--- src/common/pmct_timing_regs.vh ---
// Decode table encodings and timing constants for the core timing sequencer
`ifndef PMCT_TIMING_REGS_VH
`define PMCT_TIMING_REGS_VH

// ****************************************
// Field layout of one decode entry {undef, cond, len, cycles}
// ****************************************
`define PMCT_ENT_W 8
`define PMCT_F_CYC 3:0
`define PMCT_F_LEN 5:4
`define PMCT_F_COND 6
`define PMCT_F_UNDEF 7

// ****************************************
// Widths and limits
// ****************************************
`define PMCT_CYC_W 4
`define PMCT_LEN_W 2
`define PMCT_MAX_CYC 4'h8
`define PMCT_FMAX_MHZ 25
`define PMCT_LEN_ONE 2'h1
`define PMCT_CYC_ONE 4'h1
`define PMCT_CYC_ZERO 4'h0
`define PMCT_BYTE_ZERO 8'h00

// ****************************************
// Decode entries: T<len><cycles>, C<len><base cycles> = conditional
// ****************************************
`define PMCT_T11 8'h11
`define PMCT_T12 8'h12
`define PMCT_T13 8'h13
`define PMCT_T14 8'h14
`define PMCT_T15 8'h15
`define PMCT_T18 8'h18
`define PMCT_T22 8'h22
`define PMCT_T23 8'h23
`define PMCT_T33 8'h33
`define PMCT_T34 8'h34
`define PMCT_C22 8'h62
`define PMCT_C33 8'h73
`define PMCT_C34 8'h74
`define PMCT_UNDEF 8'h91

`endif

--- src/design/pmct_core_timing.v ---
// Instruction length decode and clock-cycle sequencer of the pipelined core
// ****************************************
// Overview of operation
// ****************************************
`include "pmct_timing_regs.vh"
`default_nettype none

module pmct_core_timing (
    input wire clk_in,
    input wire resetn_in,
    input wire [7:0] code_byte_in,
    input wire code_valid_in,
    input wire branch_taken_in,
    output reg code_ready_out,
    output reg busy_out,
    output reg retire_out,
    output reg [7:0] ret_opcode_out,
    output reg [7:0] ret_operand1_out,
    output reg [7:0] ret_operand2_out,
    output reg [`PMCT_LEN_W-1:0] ret_length_out,
    output reg [`PMCT_CYC_W-1:0] ret_cycles_out,
    output reg ret_taken_out,
    output reg ret_undefined_out
);

    // ****************************************
    // States
    // ****************************************
    localparam [2:0] ST_OPC = 3'h1;
    localparam [2:0] ST_OPR = 3'h2;
    localparam [2:0] ST_EXE = 3'h4;

    // ****************************************
    // Opcode decode: length, base clocks, conditional flag
    // ****************************************
    function [`PMCT_ENT_W-1:0] pmct_decode;
        input [7:0] op;
        begin
            casez (op)
                // Column zero: no operation and bit branches
                8'h00: pmct_decode = `PMCT_T11;
                8'h10: pmct_decode = `PMCT_C33;
                8'h20: pmct_decode = `PMCT_C33;
                8'h30: pmct_decode = `PMCT_C33;
                // Relative branches on carry and accumulator
                8'h40: pmct_decode = `PMCT_C22;
                8'h50: pmct_decode = `PMCT_C22;
                8'h60: pmct_decode = `PMCT_C22;
                8'h70: pmct_decode = `PMCT_C22;
                8'h80: pmct_decode = `PMCT_T23;
                8'h90: pmct_decode = `PMCT_T33;
                8'ha0: pmct_decode = `PMCT_T22;
                8'hb0: pmct_decode = `PMCT_T22;
                8'hc0: pmct_decode = `PMCT_T22;
                8'hd0: pmct_decode = `PMCT_T22;
                8'he0: pmct_decode = `PMCT_T13;
                8'hf0: pmct_decode = `PMCT_T13;
                // Absolute jumps and calls
                8'b????0001: pmct_decode = `PMCT_T23;
                // Column two
                8'h02: pmct_decode = `PMCT_T34;
                8'h12: pmct_decode = `PMCT_T34;
                8'h22: pmct_decode = `PMCT_T15;
                8'h32: pmct_decode = `PMCT_T15;
                8'h42: pmct_decode = `PMCT_T22;
                8'h52: pmct_decode = `PMCT_T22;
                8'h62: pmct_decode = `PMCT_T22;
                8'h72: pmct_decode = `PMCT_T22;
                8'h82: pmct_decode = `PMCT_T22;
                8'h92: pmct_decode = `PMCT_T22;
                8'ha2: pmct_decode = `PMCT_T22;
                8'hb2: pmct_decode = `PMCT_T22;
                8'hc2: pmct_decode = `PMCT_T22;
                8'hd2: pmct_decode = `PMCT_T22;
                8'he2: pmct_decode = `PMCT_T13;
                8'hf2: pmct_decode = `PMCT_T13;
                // Column three
                8'h03: pmct_decode = `PMCT_T11;
                8'h13: pmct_decode = `PMCT_T11;
                8'h23: pmct_decode = `PMCT_T11;
                8'h33: pmct_decode = `PMCT_T11;
                8'h43: pmct_decode = `PMCT_T33;
                8'h53: pmct_decode = `PMCT_T33;
                8'h63: pmct_decode = `PMCT_T33;
                8'h73: pmct_decode = `PMCT_T13;
                8'h83: pmct_decode = `PMCT_T13;
                8'h93: pmct_decode = `PMCT_T13;
                8'ha3: pmct_decode = `PMCT_T11;
                8'hb3: pmct_decode = `PMCT_T11;
                8'hc3: pmct_decode = `PMCT_T11;
                8'hd3: pmct_decode = `PMCT_T11;
                8'he3: pmct_decode = `PMCT_T13;
                8'hf3: pmct_decode = `PMCT_T13;
                // Column four
                8'h04: pmct_decode = `PMCT_T11;
                8'h14: pmct_decode = `PMCT_T11;
                8'h24: pmct_decode = `PMCT_T22;
                8'h34: pmct_decode = `PMCT_T22;
                8'h44: pmct_decode = `PMCT_T22;
                8'h54: pmct_decode = `PMCT_T22;
                8'h64: pmct_decode = `PMCT_T22;
                8'h74: pmct_decode = `PMCT_T22;
                8'h94: pmct_decode = `PMCT_T22;
                8'h84: pmct_decode = `PMCT_T18;
                8'ha4: pmct_decode = `PMCT_T14;
                8'hb4: pmct_decode = `PMCT_C33;
                8'hc4: pmct_decode = `PMCT_T11;
                8'hd4: pmct_decode = `PMCT_T11;
                8'he4: pmct_decode = `PMCT_T11;
                8'hf4: pmct_decode = `PMCT_T11;
                // Column five
                8'ha5: pmct_decode = `PMCT_UNDEF;
                8'h75: pmct_decode = `PMCT_T33;
                8'h85: pmct_decode = `PMCT_T33;
                8'hb5: pmct_decode = `PMCT_C33;
                8'hd5: pmct_decode = `PMCT_C33;
                8'b????0101: pmct_decode = `PMCT_T22;
                // Columns six and seven
                8'b0111011?: pmct_decode = `PMCT_T22;
                8'b1000011?: pmct_decode = `PMCT_T22;
                8'b1010011?: pmct_decode = `PMCT_T22;
                8'b1011011?: pmct_decode = `PMCT_C34;
                8'b????011?: pmct_decode = `PMCT_T12;
                // Columns eight to fifteen
                8'b01111???: pmct_decode = `PMCT_T22;
                8'b10001???: pmct_decode = `PMCT_T22;
                8'b10101???: pmct_decode = `PMCT_T22;
                8'b10111???: pmct_decode = `PMCT_C33;
                8'b11011???: pmct_decode = `PMCT_C22;
                // Register forms and the rest
                default: pmct_decode = `PMCT_T11;
            endcase
        end
    endfunction

    // ****************************************
    // State and next-state
    // ****************************************
    reg [2:0] state_q, state_d;
    reg [7:0] op_q, op_d;
    reg [7:0] opr1_q, opr1_d;
    reg [7:0] opr2_q, opr2_d;
    reg [`PMCT_LEN_W-1:0] len_q, len_d;
    reg [`PMCT_LEN_W-1:0] nbyte_q, nbyte_d;
    reg [`PMCT_CYC_W-1:0] cyc_q, cyc_d;
    reg [`PMCT_CYC_W-1:0] cnt_q, cnt_d;
    reg cond_q, cond_d;
    reg undef_q, undef_d;
    reg ext_q, ext_d;
    reg fin_d;
    reg at_target;
    reg [`PMCT_ENT_W-1:0] ent;
    wire take_byte;

    assign take_byte = code_valid_in & code_ready_out;

    always @* begin
        state_d = state_q;
        op_d = op_q;
        opr1_d = opr1_q;
        opr2_d = opr2_q;
        len_d = len_q;
        nbyte_d = nbyte_q;
        cyc_d = cyc_q;
        cnt_d = cnt_q;
        cond_d = cond_q;
        undef_d = undef_q;
        ext_d = ext_q;
        fin_d = 1'b0;
        at_target = 1'b0;
        ent = pmct_decode(code_byte_in);
        case (state_q)
            ST_OPC: begin
                if (take_byte) begin
                    op_d = code_byte_in;
                    opr1_d = `PMCT_BYTE_ZERO;
                    opr2_d = `PMCT_BYTE_ZERO;
                    len_d = ent[`PMCT_F_LEN];
                    cyc_d = ent[`PMCT_F_CYC];
                    cond_d = ent[`PMCT_F_COND];
                    undef_d = ent[`PMCT_F_UNDEF];
                    ext_d = 1'b0;
                    nbyte_d = `PMCT_LEN_ONE;
                    cnt_d = `PMCT_CYC_ONE;
                    if (ent[`PMCT_F_LEN] != `PMCT_LEN_ONE) begin
                        state_d = ST_OPR;
                    end else if (ent[`PMCT_F_CYC] == `PMCT_CYC_ONE) begin
                        fin_d = 1'b1;
                    end else begin
                        state_d = ST_EXE;
                    end
                end
            end
            ST_OPR: begin
                if (take_byte) begin
                    nbyte_d = nbyte_q + `PMCT_LEN_ONE;
                    cnt_d = cnt_q + `PMCT_CYC_ONE;
                    if (nbyte_q == `PMCT_LEN_ONE) begin
                        opr1_d = code_byte_in;
                    end else begin
                        opr2_d = code_byte_in;
                    end
                    if (nbyte_d == len_q) begin
                        state_d = ST_EXE;
                        at_target = (cnt_d == cyc_q);
                    end
                end
            end
            ST_EXE: begin
                cnt_d = cnt_q + `PMCT_CYC_ONE;
                at_target = (cnt_d == cyc_q + {{(`PMCT_CYC_W-1){1'b0}}, ext_q});
            end
            default: begin
                state_d = ST_OPC;
            end
        endcase
        if (at_target) begin
            if (cond_q && !ext_q && branch_taken_in) begin
                ext_d = 1'b1;
                state_d = ST_EXE;
            end else begin
                fin_d = 1'b1;
            end
        end
        if (fin_d) begin
            state_d = ST_OPC;
        end
    end

    // ****************************************
    // Registers and retire outputs
    // ****************************************
    always @(posedge clk_in) begin
        if (!resetn_in) begin
            state_q <= ST_OPC;
            op_q <= `PMCT_BYTE_ZERO;
            opr1_q <= `PMCT_BYTE_ZERO;
            opr2_q <= `PMCT_BYTE_ZERO;
            len_q <= `PMCT_LEN_ONE;
            nbyte_q <= `PMCT_LEN_ONE;
            cyc_q <= `PMCT_CYC_ONE;
            cnt_q <= `PMCT_CYC_ZERO;
            cond_q <= 1'b0;
            undef_q <= 1'b0;
            ext_q <= 1'b0;
            code_ready_out <= 1'b0;
            busy_out <= 1'b0;
            retire_out <= 1'b0;
            ret_opcode_out <= `PMCT_BYTE_ZERO;
            ret_operand1_out <= `PMCT_BYTE_ZERO;
            ret_operand2_out <= `PMCT_BYTE_ZERO;
            ret_length_out <= `PMCT_LEN_ONE;
            ret_cycles_out <= `PMCT_CYC_ZERO;
            ret_taken_out <= 1'b0;
            ret_undefined_out <= 1'b0;
        end else begin
            state_q <= state_d;
            op_q <= op_d;
            opr1_q <= opr1_d;
            opr2_q <= opr2_d;
            len_q <= len_d;
            nbyte_q <= nbyte_d;
            cyc_q <= cyc_d;
            cnt_q <= cnt_d;
            cond_q <= cond_d;
            undef_q <= undef_d;
            ext_q <= ext_d;
            code_ready_out <= (state_d != ST_EXE);
            busy_out <= (state_d != ST_OPC);
            retire_out <= fin_d;
            if (fin_d) begin
                ret_opcode_out <= op_d;
                ret_operand1_out <= opr1_d;
                ret_operand2_out <= opr2_d;
                ret_length_out <= len_d;
                ret_cycles_out <= cnt_d;
                ret_taken_out <= ext_d;
                ret_undefined_out <= undef_d;
            end
        end
    end

endmodule

`default_nettype wire

--- config.mk ---
export PLATFORM = sky130hd
export DESIGN_NAME = pmct_core_timing
export DESIGN_NICKNAME = d
export VERILOG_FILES = /design/src/design/pmct_core_timing.v
export VERILOG_INCLUDE_DIRS = /design/src /design/src/common
export SDC_FILE = /design/constraint.sdc
export NUM_CORES = 1
export LEC_CHECK = 0
export ABC_CLOCK_PERIOD_IN_PS = 4400
export BUFFER_PORTS_ARGS = -buffer_cell sky130_fd_sc_hd__buf_2
export CAP_MARGIN = 20
export CORE_MARGIN = 2
export CORE_UTILIZATION = 55
export CTS_CLUSTER_DIAMETER = 200
export DETAILED_ROUTE_END_ITERATION = 16
export PLACE_DENSITY = 0.78
export SYNTH_ARGS = -nofsm -noshare
export SYNTH_HDL_FRONTEND = slang
export SYNTH_SLANG_ARGS = --single-unit
--- constraint.sdc ---
create_clock -name clk_in -period 4.4 [get_ports clk_in]
set_clock_uncertainty 0.1 [all_clocks]
set_input_delay 0.88 -clock clk_in [delete_from_list [all_inputs] [get_ports clk_in]]
set_output_delay 0.88 -clock clk_in [all_outputs]
set_load 0.02 [all_outputs]
==> After elaboration in Yosys (flattened, before gate mapping) <==
Cells that the tools add are included.
{ "totals": {"register_bits": 77, "in_bits": 12, "out_inout_bits": 35, "word_cells": 181} }
{ "classes": {"addsub": 3, "n_eq_ne": 93, "n_mux": 45, "bitwise": 1, "reduce_logical": 18} }
{ "op_table": {"columns": ["operator", "count"], "rows": [
  ["== test 8 bit (second input constant)", 36],
  ["== test 8 x 7 -> 1 bit (second input constant)", 17],
  ["one-hot mux 8 bit (12 select lines)", 1],
  ["== test 8 x 6 -> 1 bit (second input constant)", 8],
  ["2-to-1 mux 8 bit", 8],
  ["== test 8 x 5 -> 1 bit (second input constant)", 4],
  ["one-hot mux 8 bit (2 select lines)", 2],
  ["one-hot mux 7 bit (4 select lines)", 1],
  ["2-to-1 mux 3 bit", 8],
  ["== test 7 bit (second input constant)", 3],
  ["OR reduction 21 bit", 1],
  ["== test 5 bit (second input constant)", 4],
  ["== test 8 x 2 -> 1 bit (second input constant)", 2],
  ["OR reduction 15 bit", 1],
  ["2-to-1 mux 1 bit", 14],
  ["one-hot mux 7 bit (2 select lines)", 1],
  ["one-hot mux 4 bit (3 select lines)", 1],
  ["OR reduction 6 bit", 2],
  ["one-hot mux 3 bit (3 select lines)", 1],
  ["OR reduction 9 bit", 1],
  ["== test 4 x 1 -> 1 bit (second input constant)", 2],
  ["== test 4 bit", 2],
  ["== test 8 x 3 -> 1 bit (second input constant)", 1],
  ["logical NOT 8 bit", 1],
  ["28 further kinds", 38]
]} }

==> Logic depth before layout (Yosys ltp) <==
{ "logic_depth": {"depth_word": 14, "depth_mapped": 10, "ltp_nobuf": 9} }

==> Least setup slack after synthesis <==
No wires, ideal clock.
{ "synth_timing": {"path_type": "input-to-reg", "start": "input port code_byte_in[4]", "end": "register ret_opcode_out[4]", "setup_time_ns": 0.121, "arrival_ns": 2.918, "required_time_ns": 4.179, "slack_ns": 1.260, "cell_stages": 9, "n_path_buf": 2, "cell_sequence": "buf_6 -> or4b_2 -> a21boi_0 -> nor4_2 -> nand4_1 -> a21oi_2 -> a21oi_4 -> buf_8 -> mux2_4"} }
{ "synth_via": {"elab_chain_len": 12, "word_cells_on_any_way": 102, "classes_between": "eq/ne: 79; mux: 11; reduce/logical: 12"} }
{ "synth_lines": {"columns": ["element", "line", "source"], "rows": [
  ["start, declared", "pmct_core_timing.v:11", "input wire [7:0] code_byte_in,"],
  ["== test 5 bit / == test 5 x 4 -> 1 bit (equally long branches)", "pmct_core_timing.v:39", "casez (op)"],
  ["OR reduction 3 bit (no line)", null, null],
  ["one-hot mux 7 bit (4 select lines)", "pmct_core_timing.v:39", null],
  ["one-hot mux 7 bit (2 select lines)", "pmct_core_timing.v:39", null],
  ["one-hot mux 8 bit (12 select lines)", "pmct_core_timing.v:39", null],
  ["== test 4 x 1 -> 1 bit (no line)", null, null],
  ["2-to-1 mux 1 bit", "pmct_core_timing.v:187", "end else if (ent[`PMCT_F_CYC] == `PMCT_CYC_ONE) begin"],
  ["2-to-1 mux 1 bit", "pmct_core_timing.v:185", "if (ent[`PMCT_F_LEN] != `PMCT_LEN_ONE) begin"],
  ["2-to-1 mux 1 bit", "pmct_core_timing.v:174", "if (take_byte) begin"],
  ["2-to-1 mux 1 bit", "pmct_core_timing.v:172", "case (state_q)"],
  ["2-to-1 mux 1 bit", "pmct_core_timing.v:218", "if (cond_q && !ext_q && branch_taken_in) begin"],
  ["2-to-1 mux 1 bit", "pmct_core_timing.v:217", "if (at_target) begin"],
  ["end signal, assigned", "pmct_core_timing.v:249", "ret_opcode_out <= `PMCT_BYTE_ZERO;"],
  ["end signal, assigned", "pmct_core_timing.v:272", "ret_opcode_out <= op_d;"],
  ["end, declared", "pmct_core_timing.v:17", "output reg [7:0] ret_opcode_out,"]
]} }
Several ways; a longest one is shown, not always the timed one.
A chain may end at the register's enable or synchronous reset.

==> Worst setup path after layout <==
{ "layout_timing": {"start": "input port code_byte_in[7]", "end": "register ret_undefined_out"} }
{ "layout_via": {"elab_chain_len": 12, "word_cells_on_any_way": 102, "classes_between": "eq/ne: 79; mux: 11; reduce/logical: 12"} }
{ "layout_lines": {"columns": ["element", "line", "source"], "rows": [
  ["== test 5 bit / == test 5 x 4 -> 1 bit (equally long branches)", "pmct_core_timing.v:39", null],
  ["OR reduction 3 bit (no line)", null, null],
  ["one-hot mux 7 bit (4 select lines)", "pmct_core_timing.v:39", null],
  ["one-hot mux 7 bit (2 select lines)", "pmct_core_timing.v:39", null],
  ["one-hot mux 8 bit (12 select lines) *", "pmct_core_timing.v:39", null],
  ["== test 4 x 1 -> 1 bit (no line)", null, null],
  ["2-to-1 mux 1 bit", "pmct_core_timing.v:187", null],
  ["2-to-1 mux 1 bit", "pmct_core_timing.v:185", null],
  ["2-to-1 mux 1 bit", "pmct_core_timing.v:174", null],
  ["2-to-1 mux 1 bit", "pmct_core_timing.v:172", null],
  ["2-to-1 mux 1 bit", "pmct_core_timing.v:218", null],
  ["2-to-1 mux 1 bit", "pmct_core_timing.v:217", null],
  ["end signal, assigned", "pmct_core_timing.v:278", "ret_undefined_out <= undef_d;"],
  ["end, declared", "pmct_core_timing.v:23", "output reg ret_undefined_out"]
]} }
Every way passes the cells marked *; elsewhere a longest branch is shown, timed or not.

==> run metrics <==
Vias=3300; Syn. warnings=0; CP startpoint=code_byte_in[7]; Clk pwr share=36.2%; Worst slew margin=approximately 47%; hold path endpoint=ret_cycles_out[0]; CTS max path bufs=2; final WL=between 8000 and 9000 um; number of synthesized flops with an enable pin=0; Die Wd=roughly 90 um; largest net degree at the start of global routing=46; CP arrival=between 3000 and 4000 ps; synthesized cell area=approximately 4100 sq um; initial core utilization=a little under three fifths; initial antenna violation count=0; die area=about 8000 sq um; Worst-Margin Slew=just under 800 ps; hold buffers post-CTS=0; core footprint=7250 sq um; Setup violations, final=0; adder-cell share of the synthesized area=1.52%; post-layout util=61.5%; port bufs=46; violation count after the first detailed-route iteration=~280; Critical Path RT=~4600 ps; Synth Area in Simple Gates=approximately 25%; Fin Setup TNS=0 ps; Max Fclk=about 320 MHz; Post-synth top flop=dfxtp_1; combinational power share=13.7%; first-pass GRT wire length=between 15000 and 20000 um; Worst Reg-to-Reg Cells=6; GRT overflow=0; xor and xnor area share after synthesis=~3.1%; Worst setup EP type=flip-flop; max-slew violations=0; Final HPWL DP=about 6200 um; post-synthesis mux area share=11.2%; DRT antenna net count=0; DRT Pass-1 Iters=5; clk sinks=77; internal power=~0.0011 W; area leader, netlist=dfxtp_1; Reg power frac=50.2%; main combinational cell family by area after synthesis=simple AND/OR/NAND/NOR gates; vias per inst=around 5.8; Distinct cells, synth=just over 70; GRT Overall Usage=22.8%; post-DR wirelength/cell=between 15 and 20 um; Seq/Total Area, Yosys=37.5%; RSZ-0062 raised after global routing=no; FF+latch count, synth=77; Leakage=~1.9 nW; Hold Vio Cnt, Final=0; CTS tree=yes; async set-reset flop share out of synthesis=0%; switching power=0.000398 W; io pins=47; maximum vdd drop=roughly 0.22 mV; PD cells=325 nW/um^2; clock buffer count from CTS=9; Final #Nets=between 400 and 500; Net Sw Frac=between 20% and 30%; DP Cell Count=555; Synth Area in Compound Gates=between 10% and 20%; non-filler cells, final=between 500 and 600; n_diodes=0; vias in the first global route=3045; Crit Reg-Reg Endpoint=ret_operand2_out[2]; Post-route DRC=0; critical path fanouts, max=34; synthesized instance count=around 440; status=finished, final reports clean; Mapped Nets=around 460; Syn Area/Cell=between 9 and 10 sq um; Die Y=90.4 um; routability cong.=0.968; Area contributors post-synth=dfxtp_1 38%, mux2_4 8.4%, and2_1 4.4%; Reg area=between 1500 and 2000 sq um; Final period util=72.1%; R2R setup slack=around 1700 ps; post_cts resized=0; post-synth top area share=37.5%; R2R Path Start=state_q[0]; Clk Latency, worst-skew pair=around 350 ps; Tmin final=3170 ps; Hold Crit Start=ret_cycles_out[0]; fillers=636; min-delay worst type=flip-flop to flip-flop; footprint of the multi-input gates=2310 sq um; root buffer cell=clkbuf_8; crit start category=input port; P&R area growth vs syn=8.66%; Hold Crit Depth=2; Max Cap Violations=0; fraction of layout cells with a size suffix above 1=a little under a quarter; Fin Hold WS=between 300 and 400 ps; CTS clk-pin slew, worst paths=about 80 ps; worst setup path category=input port to flip-flop; post-CTS setup buffer count=0; H-tree levels=3; Core Rows=31
## worst max path at each step
| stage | end | slack [ps] | cells after the start |
|---|---|---|---|
| 6_report | ret_undefined_out | 1230 | 9 |
| 5_1_grt | ret_length_out[1] | 1120 | 9 |
| 3_5_place_dp | ret_operand1_out[7] | 880 | 9 |
| 2_1_floorplan | ret_opcode_out[4] | 1260 | 9 |
| 3_3_place_gp | ret_operand1_out[7] | 940 | 9 |
| 4_1_cts | ret_length_out[1] | 1250 | 9 |
## power groups by stage
stage                     clock network (W)  logic (W)  registers, W
after floorplan                           0   0.000161      0.000744
after global placement                    0   0.000191      0.000742
after detailed placement                  0   0.000196      0.000743
after CTS                          0.000527   0.000197      0.000727
after global routing               0.000558   0.000215      0.000728
final                              0.000524   0.000198      0.000727
## cell usage in the layout (no fill, tap or decap), drive strengths merged, types with 3 or more instances in the layout
cell type  count
mux2          27
nand2b         6
nand3          7
xnor2          5
xor2           7
a22oi         18
nand3b         4
a21oi         27
buf           48
nor2          38
and3           5
and2          29
inv           11
dfxtp         77
nand2         46
o211ai         3
a32oi          3
mux2i          7
nor2b          8
nor3           8
ha             5
clkbuf        11
a211oi         3
o21ai         17
nand4          6
nor4           7
## flip-flops by register name, summed over array words and instances (netlist names), 2 cells and up
register,count
op_q,8
opr1_q,8
opr2_q,8
ret_opcode_out,8
ret_operand1_out,8
ret_operand2_out,8
cnt_q,4
cyc_q,4
ret_cycles_out,4
state_q,3
len_q,2
nbyte_q,2
ret_length_out,2
## cells by family after synthesis
kind of cell,count (synthesis)
and+or+nand+nor,182
muxes,34
buffers and inverters,41
AOI/OAI and AO/OA,87
DFF,77
xor gates and xnor gates,13
adders and majority gates,5
## layer usage
layer | share of wire [%] | global-route usage (%) | vias up | wire length, um
li1 | - | - | 1606 | -
met1 | 45 | 30.8 | 1555 | 4080
met2 | 47 | 35.8 | 127 | 4220
met3 | 6.3 | 6.51 | 12 | 564
met4 | 1.1 | 6.28 | 0 | 101
met5 | 0 | 0 | - | 0
## stage by stage
step | worst slack [ps] | instance area [sq um] | total power, W
3_5_place_dp | 879 | 4270 | 0.000939
2_1_floorplan | 1260 | 4110 | 0.000904
6_report | 1230 | 4460 | 0.00145
4_1_cts | 1250 | 4460 | 0.00145
3_3_place_gp | 940 | 4270 | 0.000933
5_1_grt | 1120 | 4460 | 0.00150
## cells in the mapped netlist (2+ instances only)
library cell / instances
nand3b_1: 4
and3_1: 5
xor2_1: 7
inv_1: 10
a22oi_1: 16
buf_2: 4
buf_4: 4
a211oi_1: 3
a32oi_1: 3
buf_6: 5
o21ai_0: 15
nor2b_1: 8
buf_12: 2
nand4_1: 6
a21oi_1: 25
nand2b_1: 6
clkbuf_1: 14
xnor2_1: 5
mux2_2: 4
a31oi_1: 2
mux2i_1: 7
o22ai_1: 2
nand2_1: 46
o211ai_1: 3
nand3_1: 6
a2bb2oi_1: 2
dfxtp_1: 77
or4bb_1: 2
nor4_1: 3
mux2_4: 23
ha_1: 5
nor2_1: 38
nor4_2: 3
and2_1: 29
nor3_1: 8
## worst max-delay path, stage by stage
cell      delay (ps)
buf_2            330
or4b_2           650
a21boi_0         260
nor4_2            90
nand4_1          180
a21oi_2          100
a21oi_4          180
buf_12           260
mux2_2           360
## area by class of cell
class	instances	share of cell area [%]
multi-input combinational	321	51.8
sequential	77	34.6
timing repair buffer	48	5.78
clock buffer	11	2.95
tap	99	2.78
clock inverter	5	1.35
inverter	10	0.842
No activity file was read; power rests on OpenSTA's default activity.
